$ cat src/shared/qsh_map.vh
// qsh_map.vh: constants of the quad serial host slave port
// assumes: included by the port and its bench, nothing else
`ifndef QSH_MAP_VH
`define QSH_MAP_VH

// lane width codes
`define QSH_W_SINGLE     2'h0
`define QSH_W_DUAL       2'h1
`define QSH_W_QUAD       2'h2
`define QSH_W_RSVD       2'h3
`define QSH_W_RESET      2'h0

// transaction kinds, top two bits of the first byte
`define QSH_K_READ       2'h0
`define QSH_K_CMD        2'h1
`define QSH_K_WRITE      2'h2

// host command codes
`define QSH_C_ACTIVE     6'h00
`define QSH_C_STANDBY    6'h01
`define QSH_C_SLEEP      6'h02
`define QSH_C_PDOWN_A    6'h03
`define QSH_C_PDOWN_B    6'h10
`define QSH_C_RSTPULSE   6'h28

// local register addresses and address constants in the 22 bit space
`define QSH_A_WIDTH      22'h3FFFFC
`define QSH_A_STATUS     22'h3FFFF8
`define QSH_A_ZERO       22'h000000
`define QSH_ADDR_ONE     22'h000001

// framing
`define QSH_BYTE_BITS    4'h8
`define QSH_HDR_LAST     3'h2
`define QSH_DATA_FIRST   3'h4
`define QSH_BYTE_SAT     3'h7

// power states, one-hot
`define QSH_P_ACTIVE     4'h1
`define QSH_P_STANDBY    4'h2
`define QSH_P_SLEEP      4'h4
`define QSH_P_PDOWN      4'h8

`endif

$ cat src/qsh_fifo.v
// qsh_fifo.v: small synchronous fifo for posted memory writes
// assumes: one clock, synchronous active low reset
`timescale 1ns/1ps
module qsh_fifo #(
  parameter WIDTH = 30,
  parameter DEPTH = 8,
  parameter AW    = 3
) (
  input  wire             clk_i,
  input  wire             rst_n_i,
  input  wire             in_valid_i,
  output wire             in_ready_o,
  input  wire [WIDTH-1:0] in_data_i,
  output wire             out_valid_o,
  input  wire             out_ready_i,
  output reg  [WIDTH-1:0] out_data_o
);
  reg [WIDTH-1:0] mem_reg [0:DEPTH-1];
  reg [AW-1:0]    wr_ptr_reg;
  reg [AW-1:0]    rd_ptr_reg;
  reg [AW:0]      count_reg;
  wire            push;
  wire            pop;
  wire [AW-1:0]   rd_ptr_next;
  wire            head_bypass;

  // full and empty come straight from the word count
  assign in_ready_o  = (count_reg != DEPTH[AW:0]);
  assign out_valid_o = (count_reg != {(AW+1){1'b0}});
  assign push        = in_valid_i & in_ready_o;
  assign pop         = out_valid_o & out_ready_i;

  // storage holds no reset, pointers and count do
  always @(posedge clk_i) begin
    if (push) begin
      mem_reg[wr_ptr_reg] <= in_data_i;
    end
  end

  // pointer wrap assumes a power of two depth
  always @(posedge clk_i) begin
    if (!rst_n_i) begin
      wr_ptr_reg <= {AW{1'b0}};
      rd_ptr_reg <= {AW{1'b0}};
      count_reg  <= {(AW+1){1'b0}};
    end else begin
      if (push) begin
        wr_ptr_reg <= wr_ptr_reg + 1'b1;
      end
      if (pop) begin
        rd_ptr_reg <= rd_ptr_reg + 1'b1;
      end
      if (push & ~pop) begin
        count_reg <= count_reg + 1'b1;
      end else if (pop & ~push) begin
        count_reg <= count_reg - 1'b1;
      end
    end
  end

  // slot that sits at the head once this edge has passed
  assign rd_ptr_next = pop ? (rd_ptr_reg + 1'b1) : rd_ptr_reg;
  assign head_bypass = push & (wr_ptr_reg == rd_ptr_next);

  // head word through a register; a word written into the head slot
  // bypasses the array so it shows together with out_valid_o
  always @(posedge clk_i) begin
    if (head_bypass) begin
      out_data_o <= in_data_i;
    end else begin
      out_data_o <= mem_reg[rd_ptr_next];
    end
  end
endmodule // qsh_fifo

$ cat src/qsh_port.v
// qsh_port.v: host serial slave port, single/dual/quad lanes, mode 0
// assumes: serial pins arrive asynchronous and are synchronised here;
// memory behind it answers rd_req_o with rd_ack_i within a few cycles
//
// Overview of operation
// - mode 0 only, serial clock up to 30 MHz
// - single lane after reset, in/out split
// - width field: 00 single, 01 dual, 10 quad
// - multi-lane transaction starts with lines input
// - write finishes only when chip select rises
// - multi-lane: no drive until first read data byte
// - chip select high releases all data lines
// - lane order: three, two, miso, mosi
// - 4 MB space, msb first, select framed
// - unlimited bytes at consecutive addresses
// - read: 00, address, dummy, then data
// - write: 1 0, address, then data
// - command: 01 code, parameter, zero byte
// - commands only in single mode, except reset
// - power-off clears command settings
// - code 40h or two zero reads wake
// - code 41h standby, oscillator and pll on
// - code 42h sleep, clocks, pll and oscillator stopped, core power kept
// - codes 43h/50h power off, port alive
// - code 68h pulses core reset only
`timescale 1ns/1ps
`include "qsh_map.vh"
module qsh_port #(
  parameter FIFO_DEPTH = 8,
  parameter FIFO_AW    = 3
) (
  input  wire        clk_i,
  input  wire        rst_n_i,
  input  wire        sck_i,
  input  wire        cs_n_i,
  input  wire [3:0]  dq_i,
  output wire [3:0]  dq_o,
  output wire [3:0]  dq_oe_o,
  output wire        wr_valid_o,
  input  wire        wr_ready_i,
  output wire [21:0] wr_addr_o,
  output wire [7:0]  wr_data_o,
  output reg         wr_overrun_o,
  output reg         rd_req_o,
  output reg  [21:0] rd_addr_o,
  input  wire        rd_ack_i,
  input  wire [7:0]  rd_data_i,
  output wire [1:0]  lane_width_o,
  output wire        core_clk_en_o,
  output wire        pll_on_o,
  output wire        osc_on_o,
  output wire        core_pwr_on_o,
  output reg         core_rst_o,
  output reg         cfg_clear_o
);
  // synchronisers and edge history
  reg        sck_s1_reg;
  reg        sck_s2_reg;
  reg        sck_s3_reg;
  reg        cs_s1_reg;
  reg        cs_s2_reg;
  reg        cs_s3_reg;
  reg [3:0]  dq_s1_reg;
  reg [3:0]  dq_s2_reg;
  // transaction state
  reg [1:0]  width_reg;
  reg [1:0]  width_pend_reg;
  reg        width_wr_reg;
  reg [3:0]  bit_cnt_reg;
  reg [2:0]  byte_cnt_reg;
  reg [7:0]  rx_reg;
  reg [1:0]  kind_reg;
  reg [21:0] addr_reg;
  reg [5:0]  cmd_reg;
  reg [7:0]  param_reg;
  reg [7:0]  tx_reg;
  reg [7:0]  rd_buf_reg;
  reg [3:0]  out_reg;
  reg [3:0]  oe_reg;
  reg [3:0]  pstate_reg;
  reg        zero_seen_reg;

  wire       sck_rise;
  wire       sck_fall;
  wire       cs_rise;
  wire       cs_fall;
  reg  [3:0] step;
  reg  [7:0] rx_next;
  wire [3:0] bit_sum;
  wire       byte_done;
  wire       hdr_end;
  wire       data_byte;
  wire       pf_fire;
  wire [21:0] pf_addr;
  wire       pf_local;
  reg  [7:0] local_val;
  wire       wr_byte;
  wire       wr_local;
  wire       push_valid;
  wire       push_ready;
  wire       cmd_exec;
  wire       multi;

  // two flops on every pin before use
  always @(posedge clk_i) begin
    if (!rst_n_i) begin
      sck_s1_reg <= 1'b0;
      sck_s2_reg <= 1'b0;
      sck_s3_reg <= 1'b0;
      cs_s1_reg  <= 1'b1;
      cs_s2_reg  <= 1'b1;
      cs_s3_reg  <= 1'b1;
      dq_s1_reg  <= 4'h0;
      dq_s2_reg  <= 4'h0;
    end else begin
      sck_s1_reg <= sck_i;
      sck_s2_reg <= sck_s1_reg;
      sck_s3_reg <= sck_s2_reg;
      cs_s1_reg  <= cs_n_i;
      cs_s2_reg  <= cs_s1_reg;
      cs_s3_reg  <= cs_s2_reg;
      dq_s1_reg  <= dq_i;
      dq_s2_reg  <= dq_s1_reg;
    end
  end

  // edges of the sampled serial clock and select
  assign sck_rise = sck_s2_reg & ~sck_s3_reg & ~cs_s2_reg;
  assign sck_fall = ~sck_s2_reg & sck_s3_reg & ~cs_s2_reg;
  assign cs_rise  = cs_s2_reg & ~cs_s3_reg;
  assign cs_fall  = ~cs_s2_reg & cs_s3_reg;
  assign multi    = (width_reg != `QSH_W_SINGLE);

  // lanes per edge and msb-first assembly of the incoming byte
  always @* begin
    case (width_reg)
      `QSH_W_DUAL: begin
        step    = 4'h2;
        rx_next = {rx_reg[5:0], dq_s2_reg[1:0]};
      end
      `QSH_W_QUAD: begin
        step    = 4'h4;
        rx_next = {rx_reg[3:0], dq_s2_reg};
      end
      default: begin
        step    = 4'h1;
        rx_next = {rx_reg[6:0], dq_s2_reg[0]};
      end
    endcase
  end

  assign bit_sum   = bit_cnt_reg + step;
  assign byte_done = sck_rise & (bit_sum == `QSH_BYTE_BITS);
  assign hdr_end   = byte_done & (byte_cnt_reg == `QSH_HDR_LAST);
  assign data_byte = byte_done & (byte_cnt_reg > `QSH_HDR_LAST);

  // read prefetch: address at header end, then one per data byte
  assign pf_fire  = (hdr_end | data_byte) & (kind_reg == `QSH_K_READ);
  assign pf_addr  = hdr_end ? {addr_reg[21:8], rx_next} : addr_reg;
  assign pf_local = (pf_addr == `QSH_A_WIDTH) |
                    (pf_addr == `QSH_A_STATUS);

  // local registers read back through the same read path
  always @* begin
    if (pf_addr == `QSH_A_WIDTH) begin
      local_val = {6'h00, width_reg};
    end else begin
      local_val = {4'h0, pstate_reg};
    end
  end

  // write data bytes: width and status registers are local and never posted, the rest is posted
  assign wr_byte    = data_byte & (kind_reg == `QSH_K_WRITE);
  assign wr_local   = (addr_reg == `QSH_A_WIDTH) |
                      (addr_reg == `QSH_A_STATUS);
  assign push_valid = wr_byte & ~wr_local;

  // a command runs at the end of its third byte
  assign cmd_exec = byte_done & (kind_reg == `QSH_K_CMD) &
                    (byte_cnt_reg == `QSH_HDR_LAST) &
                    (~multi | (cmd_reg == `QSH_C_RSTPULSE));

  // framing, shift registers and address stepping
  always @(posedge clk_i) begin
    if (!rst_n_i) begin
      bit_cnt_reg  <= 4'h0;
      byte_cnt_reg <= 3'h0;
      rx_reg       <= 8'h00;
      kind_reg     <= `QSH_K_READ;
      addr_reg     <= 22'h000000;
      cmd_reg      <= 6'h00;
      param_reg    <= 8'h00;
    end else if (cs_s2_reg) begin
      bit_cnt_reg  <= 4'h0;
      byte_cnt_reg <= 3'h0;
    end else if (sck_rise) begin
      rx_reg <= rx_next;
      if (byte_done) begin
        bit_cnt_reg <= 4'h0;
        if (byte_cnt_reg != `QSH_BYTE_SAT) begin
          byte_cnt_reg <= byte_cnt_reg + 3'h1;
        end
        case (byte_cnt_reg)
          3'h0: begin
            kind_reg        <= rx_next[7:6];
            addr_reg[21:16] <= rx_next[5:0];
            cmd_reg         <= rx_next[5:0];
          end
          3'h1: begin
            addr_reg[15:8] <= rx_next;
            param_reg      <= rx_next;
          end
          3'h2: begin
            if (kind_reg == `QSH_K_READ) begin
              addr_reg <= pf_addr + `QSH_ADDR_ONE;
            end else begin
              addr_reg[7:0] <= rx_next;
            end
          end
          default: begin
            addr_reg <= addr_reg + `QSH_ADDR_ONE;
          end
        endcase
      end else begin
        bit_cnt_reg <= bit_sum;
      end
    end
  end

  // read data: buffer, then load at byte boundary, shift on falls
  always @(posedge clk_i) begin
    if (!rst_n_i) begin
      rd_buf_reg <= 8'h00;
      rd_req_o   <= 1'b0;
      rd_addr_o  <= 22'h000000;
      tx_reg     <= 8'h00;
      out_reg    <= 4'h0;
    end else begin
      rd_req_o <= pf_fire & ~pf_local;
      if (pf_fire) begin
        rd_addr_o <= pf_addr;
      end
      if (pf_fire & pf_local) begin
        rd_buf_reg <= local_val;
      end else if (rd_ack_i) begin
        rd_buf_reg <= rd_data_i;
      end
      if (data_byte & (kind_reg == `QSH_K_READ)) begin
        tx_reg <= rd_buf_reg;
      end else if (sck_fall) begin
        case (width_reg)
          `QSH_W_DUAL: begin
            out_reg <= {2'h0, tx_reg[7:6]};
            tx_reg  <= {tx_reg[5:0], 2'h0};
          end
          `QSH_W_QUAD: begin
            out_reg <= tx_reg[7:4];
            tx_reg  <= {tx_reg[3:0], 4'h0};
          end
          default: begin
            out_reg <= {2'h0, tx_reg[7], 1'b0};
            tx_reg  <= {tx_reg[6:0], 1'b0};
          end
        endcase
      end
    end
  end

  // pin direction: inputs at frame end; single drives miso from frame start, multi from data
  always @(posedge clk_i) begin
    if (!rst_n_i) begin
      oe_reg <= 4'h0;
    end else if (cs_rise | cs_s2_reg) begin
      oe_reg <= 4'h0;
    end else if (cs_fall) begin
      oe_reg <= multi ? 4'h0 : 4'h2;
    end else if (sck_fall & multi & (kind_reg == `QSH_K_READ) &
                 (byte_cnt_reg >= `QSH_DATA_FIRST)) begin
      oe_reg <= (width_reg == `QSH_W_QUAD) ? 4'hF : 4'h3;
    end
  end

  assign dq_o    = out_reg;
  assign dq_oe_o = oe_reg;

  // lane width: captured during a write, applied when select rises
  always @(posedge clk_i) begin
    if (!rst_n_i) begin
      width_reg      <= `QSH_W_RESET;
      width_pend_reg <= `QSH_W_RESET;
      width_wr_reg   <= 1'b0;
    end else if (cs_rise) begin
      if (width_wr_reg) begin
        width_reg <= width_pend_reg;
      end
      width_wr_reg <= 1'b0;
    end else if (wr_byte & (addr_reg == `QSH_A_WIDTH) &
                 (rx_next[1:0] != `QSH_W_RSVD)) begin
      width_pend_reg <= rx_next[1:0];
      width_wr_reg   <= 1'b1;
    end
  end

  assign lane_width_o = width_reg;

  // posted writes wait here; a full queue drops and flags the byte
  qsh_fifo #(
    .WIDTH (30),
    .DEPTH (FIFO_DEPTH),
    .AW    (FIFO_AW)
  ) u_wr_fifo (
    .clk_i       (clk_i),
    .rst_n_i     (rst_n_i),
    .in_valid_i  (push_valid),
    .in_ready_o  (push_ready),
    .in_data_i   ({addr_reg, rx_next}),
    .out_valid_o (wr_valid_o),
    .out_ready_i (wr_ready_i),
    .out_data_o  ({wr_addr_o, wr_data_o})
  );

  // overrun flag: cleared at frame start, a new loss wins the clear
  always @(posedge clk_i) begin
    if (!rst_n_i) begin
      wr_overrun_o <= 1'b0;
    end else if (push_valid & ~push_ready) begin
      wr_overrun_o <= 1'b1;
    end else if (cs_fall) begin
      wr_overrun_o <= 1'b0;
    end
  end

  // power state machine driven by commands and zero-address reads
  always @(posedge clk_i) begin
    if (!rst_n_i) begin
      pstate_reg    <= `QSH_P_ACTIVE;
      zero_seen_reg <= 1'b0;
      core_rst_o    <= 1'b0;
      cfg_clear_o   <= 1'b0;
    end else begin
      core_rst_o  <= 1'b0;
      cfg_clear_o <= 1'b0;
      if (hdr_end & (kind_reg == `QSH_K_READ)) begin
        if (pf_addr == `QSH_A_ZERO) begin
          zero_seen_reg <= ~zero_seen_reg;
          if (zero_seen_reg) begin
            pstate_reg <= `QSH_P_ACTIVE;
          end
        end else begin
          zero_seen_reg <= 1'b0;
        end
      end else if (hdr_end) begin
        zero_seen_reg <= 1'b0;
      end
      if (cmd_exec) begin
        case (cmd_reg)
          `QSH_C_ACTIVE: begin
            pstate_reg <= `QSH_P_ACTIVE;
          end
          `QSH_C_STANDBY: begin
            pstate_reg <= `QSH_P_STANDBY;
          end
          `QSH_C_SLEEP: begin
            pstate_reg <= `QSH_P_SLEEP;
          end
          `QSH_C_PDOWN_A, `QSH_C_PDOWN_B: begin
            pstate_reg  <= `QSH_P_PDOWN;
            cfg_clear_o <= 1'b1;
          end
          `QSH_C_RSTPULSE: begin
            core_rst_o <= 1'b1;
          end
          default: begin
            core_rst_o <= 1'b0;
          end
        endcase
      end
    end
  end

  // power rails and clocks follow the state
  assign core_clk_en_o = pstate_reg[0];
  assign pll_on_o      = pstate_reg[0] | pstate_reg[1];
  assign osc_on_o      = pstate_reg[0] | pstate_reg[1];
  assign core_pwr_on_o = ~pstate_reg[3];
endmodule // qsh_port

$ cat config.mk
export PLATFORM = sky130hd
export DESIGN_NAME = qsh_port
export DESIGN_NICKNAME = d
export VERILOG_FILES = /design/src/qsh_fifo.v /design/src/qsh_port.v
export VERILOG_INCLUDE_DIRS = /design/src /design/src/shared
export SDC_FILE = /design/constraint.sdc
export NUM_CORES = 1
export LEC_CHECK = 0
export CORE_MARGIN = 8
export CORE_UTILIZATION = 57
export DETAILED_ROUTE_END_ITERATION = 10
export DONT_BUFFER_PORTS = 1
export PLACE_DENSITY = 0.75
export SLEW_MARGIN = 20
export SYNTH_ARGS = -nofsm -noshare
export SYNTH_HDL_FRONTEND = slang
export SYNTH_SLANG_ARGS = --single-unit
$ cat constraint.sdc
create_clock -name clk_i -period 5.6 [get_ports clk_i]
set_input_delay 1.68 -clock clk_i [delete_from_list [all_inputs] [get_ports clk_i]]
set_output_delay 1.68 -clock clk_i [all_outputs]
set_load 0.005 [all_outputs]
==> qor.yml, run 1 <==
sta:
  fin_ws_ns: 0.381
  finalMaxSlewViolations: 0
  layout_min_cycle_time_ns: 5.22
  grt_setup_unrepaired: "false"
  maxClockFrequency_ghz: 0.192
  max-slew-margin-rel_pct: 29.9
  worst_slew_pin_slew_ns: 1.05
  setup_viol: 0
  finClkSkew_ns: 0.0172
  period_share_pct: 93.2
  final-hold-violation-count: 0
clocking:
  ctsHtreeMaxLevel: 2
  clk_path_buf_depth: 3
  cts_tree: "done"
  cts_sinks: 370
  cts_resized: 0
  cts_inserted_buffers: 38
  clk-insertion-delay-late_ns: 0.53
  cts_setup_buffers: 0
  path_clk_slew_ns: 0.06
  postCtsHoldBufs: 0
  clock-root-buffer: "clkbuf_16"
routing:
  first_iter_violations: 1029
  drtPass1Iterations: 5
  post_drt_wl_per_cell_um: 22.9
  drc_errors: 0
  vias_per_cell: 6.38
  vias: 10480
  ant_nets: 0
  wirelength_um: 37600
grt:
  grt_pass1_wl_um: 58500
  grt-ovfl-total: 0
  grt_usage_pct: 22.0
  grt_max_degree: 61
  antenna_found_initial: 0
  first_global_vias: 10156
die:
  start_util_pct: 58.2
  die_y_um: 185
  dieWidth_um: 185
  core-area_mm2: 0.0279
  io_pins: 89
  dieArea_mm2: 0.0341
  rows: 61
finish:
  final_nets: 1274
  largest_reg_flops: 240
  diodes: 0
  most-common-layout-cells: "edfxtp_1, dfxtp_1, nand2_1, nor2_1, a21oi_1"
  final_area_mm2: 0.0178
  layout_commonest_cell: "edfxtp_1"
  area_growth_pct: 9.81
  fill_cells: 2024
  drive_gt1_share_pct: 16.8
setup_path:
  worstSetupPathType: "register to register"
  required_ns: 6.01
  reg2reg_depth: 19
  rr_startpoint: "lane_width_o[0]"
  cp.arrival_ns: 5.63
  r2r-end: "pstate_reg[1]"
  crit_fanout: 11
  end_kind: "register"
  critPathLaunchType: "register"
  r2r_slack_ns: 0.38
min_path:
  min-delay-start: "cs_s1_reg"
  hp-class: "register to register"
  hold_end: "cs_s2_reg"
  worstHoldPathCells: 1
placed_design:
  place.port_buffers: 0
  hpwl_um: 23200
  gp_congestion: 0.892
  dp_slack_ns: 0.500
  post_dp_cell_area_mm2: 0.0166
logic_synthesis:
  ys.flop_type: "edfxtp_1"
  syn_inst: 1254
  yosys_warnings: 0
  netlist_area_mm2: 0.0162
  ys_ff_latch: 370
  synthArstFlopShare_pct: 0
  synth_cell_types: 80
  synthesis.nets: 1294
  synth-edff-count: 240
  yosysSeqAreaShare_pct: 60.5
  syn_area_per_cell_um2: 12.9
pwr:
  vdd_ir_drop_max_uv: 195
  p_leak_nw: 5.64
  power_density_mw_per_mm2: 303
  fin_total_pwr_mw: 5.38
run_status:
  status: "completed"
run:
  drv_cap: 0
[area by class of cell]
type	instances	area, µm²	area share (%)
clock buffers	57	1110	6.26
clock inverters	13	114	0.640
inverters	29	109	0.612
multi-input cells	768	5960	33.5
flip-flops and latches	370	9810	55.2
well taps	378	473	2.66
repair buffers	27	203	1.14
[worst max-delay path by stage]
| stage | start | end | slack (ns) |
|---|---|---|---|
| final | lane_width_o[0] | pstate_reg[1] | 0.38 |
| after global routing | lane_width_o[1] | rd_buf_reg[3] | 0.003 |
| after detailed placement | lane_width_o[0] | rd_buf_reg[3] | 0.50 |
| after CTS | lane_width_o[0] | pstate_reg[1] | 0.43 |
| after floorplan | lane_width_o[0] | u_wr_fifo.mem_reg[1][0] | -0.54 |
| after global placement | lane_width_o[0] | rd_buf_reg[2] | 0.75 |
[critical path: stages (launching register included)]
cell and delay (ns):
dfxtp_1 0.48, inv_1 0.13, ha_1 0.33, clkinv_1 0.14
ha_1 0.22, inv_1 0.07, fa_1 0.41, xor3_1 0.23
nand4_1 0.34, nor4_2 0.39, buf_4 0.24, mux2i_1 0.28
ha_1 0.19, inv_1 0.06, or4_1 0.48, nor4_1 0.27
o221ai_1 0.19, nor2_1 0.26, a21oi_1 0.17, a32o_1 0.23
[logic make-up (layout without fill, tap and decap cells)]
| logic type | Yosys count | in the layout | share of synthesized area [%] |
|---|---|---|---|
| AND/OR/NAND/NOR | 365 | 365 | 11.1 |
| buffers and inverters | 116 | 126 | 2.89 |
| multiplexers | 127 | 127 | 12.8 |
| flip-flops | 370 | 370 | 60.5 |
| adder cells (fa/ha/maj) | 22 | 22 | 1.79 |
| XOR/XNOR | 25 | 25 | 1.44 |
| AO/OA/AOI/OAI | 229 | 229 | 9.45 |
[cell usage after synthesis, types with 7 or more instances]
cell | n | share of area (%)
nor4_1 | 12 | 0.46
o211ai_1 | 9 | 0.42
edfxtp_1 | 240 | 44
nand3_1 | 36 | 1.1
dfxtp_1 | 130 | 16
mux2_2 | 35 | 2.4
mux2i_1 | 32 | 2.0
and4_1 | 7 | 0.38
a21o_1 | 8 | 0.37
nand4_1 | 7 | 0.27
o21ai_0 | 35 | 1.1
a221oi_1 | 12 | 0.65
ha_1 | 20 | 1.5
buf_2 | 11 | 0.34
clkbuf_1 | 58 | 1.3
and2_1 | 17 | 0.66
a211oi_1 | 14 | 0.65
a31oi_1 | 13 | 0.50
a22oi_1 | 9 | 0.42
inv_1 | 26 | 0.60
xnor2_1 | 19 | 1.0
o22ai_1 | 11 | 0.42
buf_1 | 14 | 0.32
nand2b_1 | 11 | 0.42
nor3b_1 | 7 | 0.32
nand2_1 | 98 | 2.3
nor3_1 | 37 | 1.1
mux4_2 | 60 | 8.3
a21oi_1 | 73 | 2.3
nor2_1 | 93 | 2.2
[metrics by stage]
stage | hold WS, ns | instances | util [%] | setup TNS, ns
6_report | 0.422 | 1642 | 63.9 | 0
5_1_grt | 0.437 | 1642 | 63.9 | 0
3_3_place_gp | 0.390 | 1572 | 59.5 | 0
4_1_cts | 0.432 | 1642 | 63.9 | 0
3_5_place_dp | 0.397 | 1572 | 59.5 | 0
2_1_floorplan | 0.386 | 1254 | - | -83.93
[where the power goes]
part           leakage [nW]  switching, mW  internal, mW
clock network         0.603           1.03          1.43
logic                  1.75         0.0217        0.0130
registers              3.28        0.00876          2.88
[metal layers]
layer	part of all wire, %	vias up	global-route usage [%]
met5	0	-	0
met3	8.6	68	4.88
met4	2.6	0	6.78
met2	48	461	35.9
li1	-	4731	-
met1	41	5220	29.2
Power figures use the tool's default switching activity.
==> inputs of run 2 (changes only) <==
--- a/config.mk
+++ b/config.mk
@@ -8,2 +8,3 @@
 export LEC_CHECK = 0
+export ABC_AREA = 1
 export CORE_MARGIN = 8
--- a/constraint.sdc
+++ b/constraint.sdc
@@ -3,2 +3,2 @@
 set_output_delay 1.68 -clock clk_i [all_outputs]
-set_load 0.005 [all_outputs]
+set_load 0.1 [all_outputs]
==> qor.yml, run 2 <==
finish:
  largest_reg_flops: 240  # unchanged
  fill_cells: 2269  # was 2024
  diodes: 0  # unchanged
  area_growth_pct: 12.6  # was 9.81%
  final_nets: 1766  # was 1274
  drive_gt1_share_pct: 11.8  # was 16.8%
  layout_commonest_cell: "nor2_1"  # was edfxtp_1
  most-common-layout-cells: "nor2_1, edfxtp_1, o21ai_0, nand2_1, inv_1"  # was edfxtp_1, dfxtp_1, nand2_1, nor2_1, a21oi_1
  ff_latch_area_mm2: 0.00982  # was 0.00981 mm²
  fin_util_pct: 64.7  # was 63.9%
  final_cells: 2136  # was 1642
  multi_input_area_mm2: 0.00587  # was 0.00596 mm²
placed_design:
  place.port_buffers: 0  # unchanged
  hpwl_um: 27300  # was 23200 µm
  gp_congestion: 0.967  # was 0.892
  dpl.cell_count: 2070  # was 1572
  dp_slack_ns: 1.04  # was 0.500 ns
sta:
  max-slew-margin-rel_pct: 21.9  # was 29.9%
  layout_min_cycle_time_ns: 4.63  # was 5.22 ns
  grt_setup_unrepaired: "false"  # unchanged
  fin_ws_ns: 0.970  # was 0.381 ns
  setup_viol: 0  # unchanged
  final-hold-violation-count: 0  # unchanged
  finClkSkew_ns: 0.0179  # was 0.0172 ns
  period_share_pct: 82.7  # was 93.2%
  maxClockFrequency_ghz: 0.216  # was 0.192 GHz
  worst_slew_pin_slew_ns: 1.16  # was 1.05 ns
  finalMaxSlewViolations: 0  # unchanged
grt:
  grt_usage_pct: 25.0  # was 22.0%
  antenna_found_initial: 0  # unchanged
  grt-ovfl-total: 0  # unchanged
  first_global_vias: 12511  # was 10156
  grt_max_degree: 89  # was 61
  grt_pass1_wl_um: 67300  # was 58500 µm
setup_path:
  crit_fanout: 18  # was 11
  required_ns: 6.02  # was 6.01 ns
  worstSetupPathType: "register to register"  # unchanged
  cp.arrival_ns: 5.05  # was 5.63 ns
  critPathLaunchType: "register"  # unchanged
  end_kind: "register"  # unchanged
clocking:
  clk-insertion-delay-late_ns: 0.54  # was 0.53 ns
  clk_path_buf_depth: 3  # unchanged
  ctsHtreeMaxLevel: 2  # unchanged
  cts_setup_buffers: 0  # unchanged
  cts_tree: "done"  # unchanged
  cts_sinks: 370  # unchanged
  postCtsHoldBufs: 0  # unchanged
  cts_resized: 0  # unchanged
  cts_inserted_buffers: 38  # unchanged
  clock-root-buffer: "clkbuf_16"  # unchanged
  path_clk_slew_ns: 0.06  # about the same
pwr:
  power_density_mw_per_mm2: 415  # was 303 mW/mm²
  p_leak_nw: 6.35  # was 5.64 nW
  vdd_ir_drop_max_uv: 256  # was 195 µV
die:
  dieArea_mm2: 0.0344  # was 0.0341 mm²
  die_y_um: 185  # about the same
  core-area_mm2: 0.0285  # was 0.0279 mm²
  io_pins: 89  # unchanged
  rows: 62  # was 61
  start_util_pct: 57.5  # was 58.2%
  dieWidth_um: 185  # about the same
logic_synthesis:
  synth_largest_area_cell: "edfxtp_1"  # unchanged
  synth-edff-count: 240  # unchanged
  synth_cell_types: 46  # was 80
  yosysSeqAreaShare_pct: 60.0  # was 60.5%
  yosysMostFrequentCell: "nor2_1"  # was edfxtp_1
  synthArstFlopShare_pct: 0  # unchanged
  yosys_warnings: 0  # unchanged
  ys_top_cells_by_count: "nor2_1, edfxtp_1, o21ai_0"  # was edfxtp_1, dfxtp_1, nand2_1
  yosysTopAreaCellShare_pct: 44.1  # was 44.5%
  synth_area_leaders: "edfxtp_1, dfxtp_1, o21ai_0"  # was edfxtp_1, dfxtp_1, mux4_2
  syn_area_per_cell_um2: 9.57  # was 12.9 µm²
  ys.flop_type: "edfxtp_1"  # unchanged
  ys_ff_latch: 370  # unchanged
  synthesis.nets: 1750  # was 1294
  syn_inst: 1710  # was 1254
  netlist_area_mm2: 0.0164  # was 0.0162 mm²
min_path:
  hp-class: "register to register"  # unchanged
routing:
  vias: 12699  # was 10480
  ant_nets: 0  # unchanged
  first_iter_violations: 1034  # was 1029
  vias_per_cell: 5.95  # was 6.38
  drc_errors: 0  # unchanged
  drtPass1Iterations: 5  # unchanged
  post_drt_wl_per_cell_um: 20.0  # was 22.9 µm
  wirelength_um: 42800  # was 37600 µm
run:
  drv_cap: 0  # unchanged
run_status:
  status: "completed"  # unchanged
[run 2: power by group]
group	internal, mW	total (mW)	switching, mW
Sequential	2.91	2.95	0.0313
Clock	1.45	2.49	1.03
Combinational	0.519	2.21	1.70
[run 2: cells by family (layout without fill, tap and decap cells)]
family / after synthesis / count (layout) / share of synthesized area, %
buffers and inverters: 233 / 275 / 5.61
XOR/XNOR: 11 / 11 / 0.589
adder cells (fa/ha/maj): 22 / 22 / 1.77
flip-flops: 370 / 370 / 60.0
AND/OR/NAND/NOR: 641 / 641 / 17.5
AO/OA/AOI/OAI: 433 / 433 / 14.6
[run 2: per-layer routing]
metal  wire length (µm)  global-route usage (%)
met1              17200                    31.8
met2              20300                    41.2
met3               3700                    4.67
met4               1600                    10.8
met5                  0                       0
[run 2: metrics by stage]
| step | area [µm²] | setup TNS [ns] | power [mW] | hold WS (ns) |
|---|---|---|---|---|
| 6_report | 18400 | 0 | 7.65 | 0.409 |
| 2_1_floorplan | 16400 | -129.31 | 4.69 | 0.390 |
| 5_1_grt | 18400 | 0 | 7.96 | 0.439 |
| 3_5_place_dp | 17200 | 0 | 5.22 | 0.396 |
| 3_3_place_gp | 17200 | 0 | 5.17 | 0.396 |
| 4_1_cts | 18400 | 0 | 7.69 | 0.409 |
[run 2: final timing paths]
check / startpoint / endpoint / slack [ns] / depth (start not counted)
hold reg to reg: dq_s1_reg[2] / dq_s2_reg[2] / 0.41 / 2
setup reg to reg: lane_width_o[0] / u_wr_fifo.count_reg[3] / 0.97 / 24
setup / recovery: lane_width_o[0] / u_wr_fifo.count_reg[3] / 0.97 / 24
hold / removal: dq_s1_reg[2] / dq_s2_reg[2] / 0.41 / 2
[run 2: layout make-up]
class                           instances  share of cell area (%)
Sequential cell                       370                    53.3
Timing Repair Buffer                   55                    2.42
Clock inverter                         17                   0.849
Inverter                              154                    3.14
Multi-Input combinational cell       1107                    31.9
Tap cell                              384                    2.61
Clock buffer                           49                    5.84
[run 2: worst max-delay path, stage by stage, from the launching register on]
cell and delay [ns]:
dfxtp_1 0.32, inv_1 0.09, ha_1 0.32, inv_1 0.15, ha_1 0.19, inv_1 0.06, fa_1 0.53, nand3_2 0.16
nor2_8 0.34, nand2_2 0.17, inv_2 0.14, nand4_1 0.14, nor2_1 0.19, nand2_1 0.13, inv_2 0.11, ha_1 0.19
inv_1 0.09, ha_1 0.32, and3_1 0.18, a211oi_1 0.27, nor2_1 0.08, nor2_1 0.09, nand2_1 0.07, o21ai_0 0.15
a21oi_1 0.06
==> inputs of run 3 (changes only) <==
clock period = 4.1 ns   (was 5.6 ns; I/O delays follow)
==> qor.yml, run 3 (synthesized netlist as in run 2, its figures left out) <==
run_status:
  status: "completed"  # unchanged
pwr:
  power_density_mw_per_mm2: 556  # was 415 mW/mm²
  p_int_mw: 6.88  # was 4.89 mW
  p_leak_nw: 6.74  # was 6.35 nW
  p_clk_share_pct: 29.3  # was 32.5%
  power_frac_seq_pct: 38.6  # was 38.5%
  p_sw_mw: 3.83  # was 2.76 mW
  fin_total_pwr_mw: 10.7  # was 7.65 mW
  combPwrFrac_pct: 32.1  # was 29.0%
  vdd_ir_drop_max_uv: 395  # was 256 µV
  switching_share_pct: 35.7  # was 36.1%
die:
  dieWidth_um: 185  # unchanged
  rows: 62  # unchanged
  die_y_um: 185  # unchanged
  io_pins: 89  # unchanged
  start_util_pct: 57.5  # unchanged
  dieArea_mm2: 0.0344  # unchanged
  core-area_mm2: 0.0285  # unchanged
grt:
  grt_max_degree: 121  # was 89
  grt-ovfl-total: 0  # unchanged
  first_global_vias: 12390  # was 12511
  antenna_found_initial: 0  # unchanged
  grt_usage_pct: 25.2  # was 25.0%
  grt_pass1_wl_um: 67700  # was 67300 µm
setup_path:
  cp_slowest_stage_delay_ns: 0.55  # was 0.53 ns
  required_ns: 2.87  # was 6.02 ns
  end_kind: "output port"  # was register
  r2r-end: "u_wr_fifo.count_reg[3]"  # unchanged
  r2r_slack_ns: 0.24  # was 0.97 ns
  rr_startpoint: "lane_width_o[0]"  # unchanged
  critPathLaunchType: "register"  # unchanged
  crit_fanout: 120  # was 18
  cp.arrival_ns: 2.66  # was 5.05 ns
  crit_top_cell: "buf_12"
  cp_slowest_cell: "dfxtp_4"  # was fa_1
  crit_path_cell_trace: "inv_2, buf_12, o21ai_0, o22ai_1, nor2_1, a31oi_2, buf_12"  # was inv_1, ha_1, inv_1, ha_1, inv_1, fa_1, nand3_2, nor2_8, nand2_2, inv_2, nand4_1, nor2_1, nand2_1, inv_2, ha_1, inv_1, ha_1, and3_1, a211oi_1, nor2_1, nor2_1, nand2_1, o21ai_0, a21oi_1
  reg2reg_depth: 24  # unchanged
  worstSetupPathType: "register to output port"  # was register to register
placed_design:
  hpwl_um: 28100  # was 27300 µm
  gp_congestion: 0.960  # was 0.967
  post_dp_cell_area_mm2: 0.0180  # was 0.0172 mm²
  place.port_buffers: 0  # unchanged
routing:
  post_drt_wl_per_cell_um: 20.0  # about the same
  first_iter_violations: 1374  # was 1034
  wirelength_um: 43500  # was 42800 µm
  drc_errors: 0  # unchanged
  vias_per_cell: 5.92  # was 5.95
  drtPass1Iterations: 5  # unchanged
  ant_nets: 0  # unchanged
  vias: 12889  # was 12699
clocking:
  postCtsHoldBufs: 0  # unchanged
  cts_sinks: 370  # unchanged
  cts_inserted_buffers: 37  # was 38
  cts_tree: "done"  # unchanged
  path_clk_slew_ns: 0.06  # about the same
  clk_path_buf_depth: 3  # unchanged
  clock-root-buffer: "clkbuf_16"  # unchanged
  clk-insertion-delay-late_ns: 0.53  # was 0.54 ns
  ctsHtreeMaxLevel: 2  # unchanged
finish:
  most-common-layout-cells: "nor2_1, edfxtp_1, o21ai_0, nand2_1, inv_1"  # unchanged
  drive_gt1_share_pct: 14.4  # was 11.8%
  largest_reg_flops: 240  # unchanged
  area_growth_pct: 17.7  # was 12.6%
  layout_commonest_cell: "nor2_1"  # unchanged
  final_area_mm2: 0.0193  # was 0.0184 mm²
  final_nets: 1807  # was 1766
  diodes: 0  # unchanged
  fill_cells: 2139  # was 2269
run:
  drv_cap: 0  # unchanged
min_path:
  hold_end: "dq_s2_reg[1]"  # was dq_s2_reg[2]
  hp-class: "register to register"  # unchanged
  worstHoldPathCells: 2  # unchanged
  min-delay-start: "dq_s1_reg[1]"  # was dq_s1_reg[2]
sta:
  finalSetupTns_ns: 0  # unchanged
  hold_slack_ns: 0.414  # was 0.409 ns
  max-slew-margin-rel_pct: 31.7  # was 21.9%
  layout_min_cycle_time_ns: 3.89
  setup_viol: 0  # unchanged
  finClkSkew_ns: 0.0159  # was 0.0179 ns
  worst_slew_pin_slew_ns: 1.02  # was 1.16 ns
  finalMaxSlewViolations: 0  # unchanged
  period_share_pct: 95.0
  maxClockFrequency_ghz: 0.257
  final-hold-violation-count: 0  # unchanged
==> run 3: cell types whose count changed in the layout (fill, tap and decap cells not counted), sizes merged <==
| cell | before | now |
|---|---|---|
| bufinv | 2 | 0 |
| inv | 154 | 156 |
| buf | 55 | 97 |
| clkbuf | 49 | 51 |
| clkinvlp | 1 | 0 |
| clkinv | 14 | 13 |
==> run 3: worst max-delay path, delay by kind of cell (launching register included) <==
family / cells / cell delay (ns)
DFF: 1 / 0.55
AOI/OAI and AO/OA: 3 / 0.66
and+or+nand+nor: 1 / 0.08
buffers and inverters: 3 / 0.77
==> run 3: power groups by stage <==
| stage | clock network [mW] | registers (mW) | logic, mW |
|---|---|---|---|
| CTS | 3.17 | 4.14 | 3.42 |
| global route | 3.34 | 4.15 | 3.64 |
| detailed placement | 0 | 4.22 | 3.41 |
| global placement | 0 | 4.22 | 3.33 |
| finish | 3.14 | 4.14 | 3.43 |
| floorplan | 0 | 4.09 | 2.33 |
==> run 3: cell type report <==
cell class | instances | area, µm² | share of cell area, %
Clock buffer | 51 | 1040 | 5.40
Clock inverter | 15 | 86.3 | 0.448
Inverter | 154 | 591 | 3.07
Timing Repair Buffer | 97 | 1240 | 6.45
Tap cell | 384 | 480 | 2.50
Sequential cell | 370 | 9820 | 51.0
Multi-Input combinational cell | 1107 | 5990 | 31.1
==> run 3: routing by layer <==
metal	up-vias	GRT usage (%)	share of wire [%]
li1	6081	-	-
met1	6123	33.0	41
met2	582	41.6	48
met3	103	4.35	7.6
met4	0	9.51	3.2
met5	-	0	0
==> run 3: worst max path at each step <==
stage,from,endpoint,depth (start not counted)
floorplan,lane_width_o[0],u_wr_fifo.mem_reg[4][0],17
global placement,lane_width_o[0],u_wr_fifo.count_reg[3],24
detailed placement,lane_width_o[0],u_wr_fifo.count_reg[3],24
CTS,lane_width_o[0],u_wr_fifo.count_reg[3],24
global route,lane_width_o[0],u_wr_fifo.count_reg[3],24
finish,register,wr_addr_o[8],7
==> run 3: metrics by stage <==
stage	setup WS, ns	util [%]	instances
6_report	0.206	67.6	2178
5_1_grt	-0.0382	67.6	2178
4_1_cts	0.0672	67.2	2170
3_5_place_dp	0.0911	63.3	2104
3_3_place_gp	0.254	63.3	2104
2_1_floorplan	0.00676	-	1710
==> run 3: what timing repair did <==
item                                    4_1_cts  5_1_grt
buffers inserted                              0        8
resized for setup                             0       14
endpoints found under the setup margin        0        8
endpoints found under the hold margin         0        0
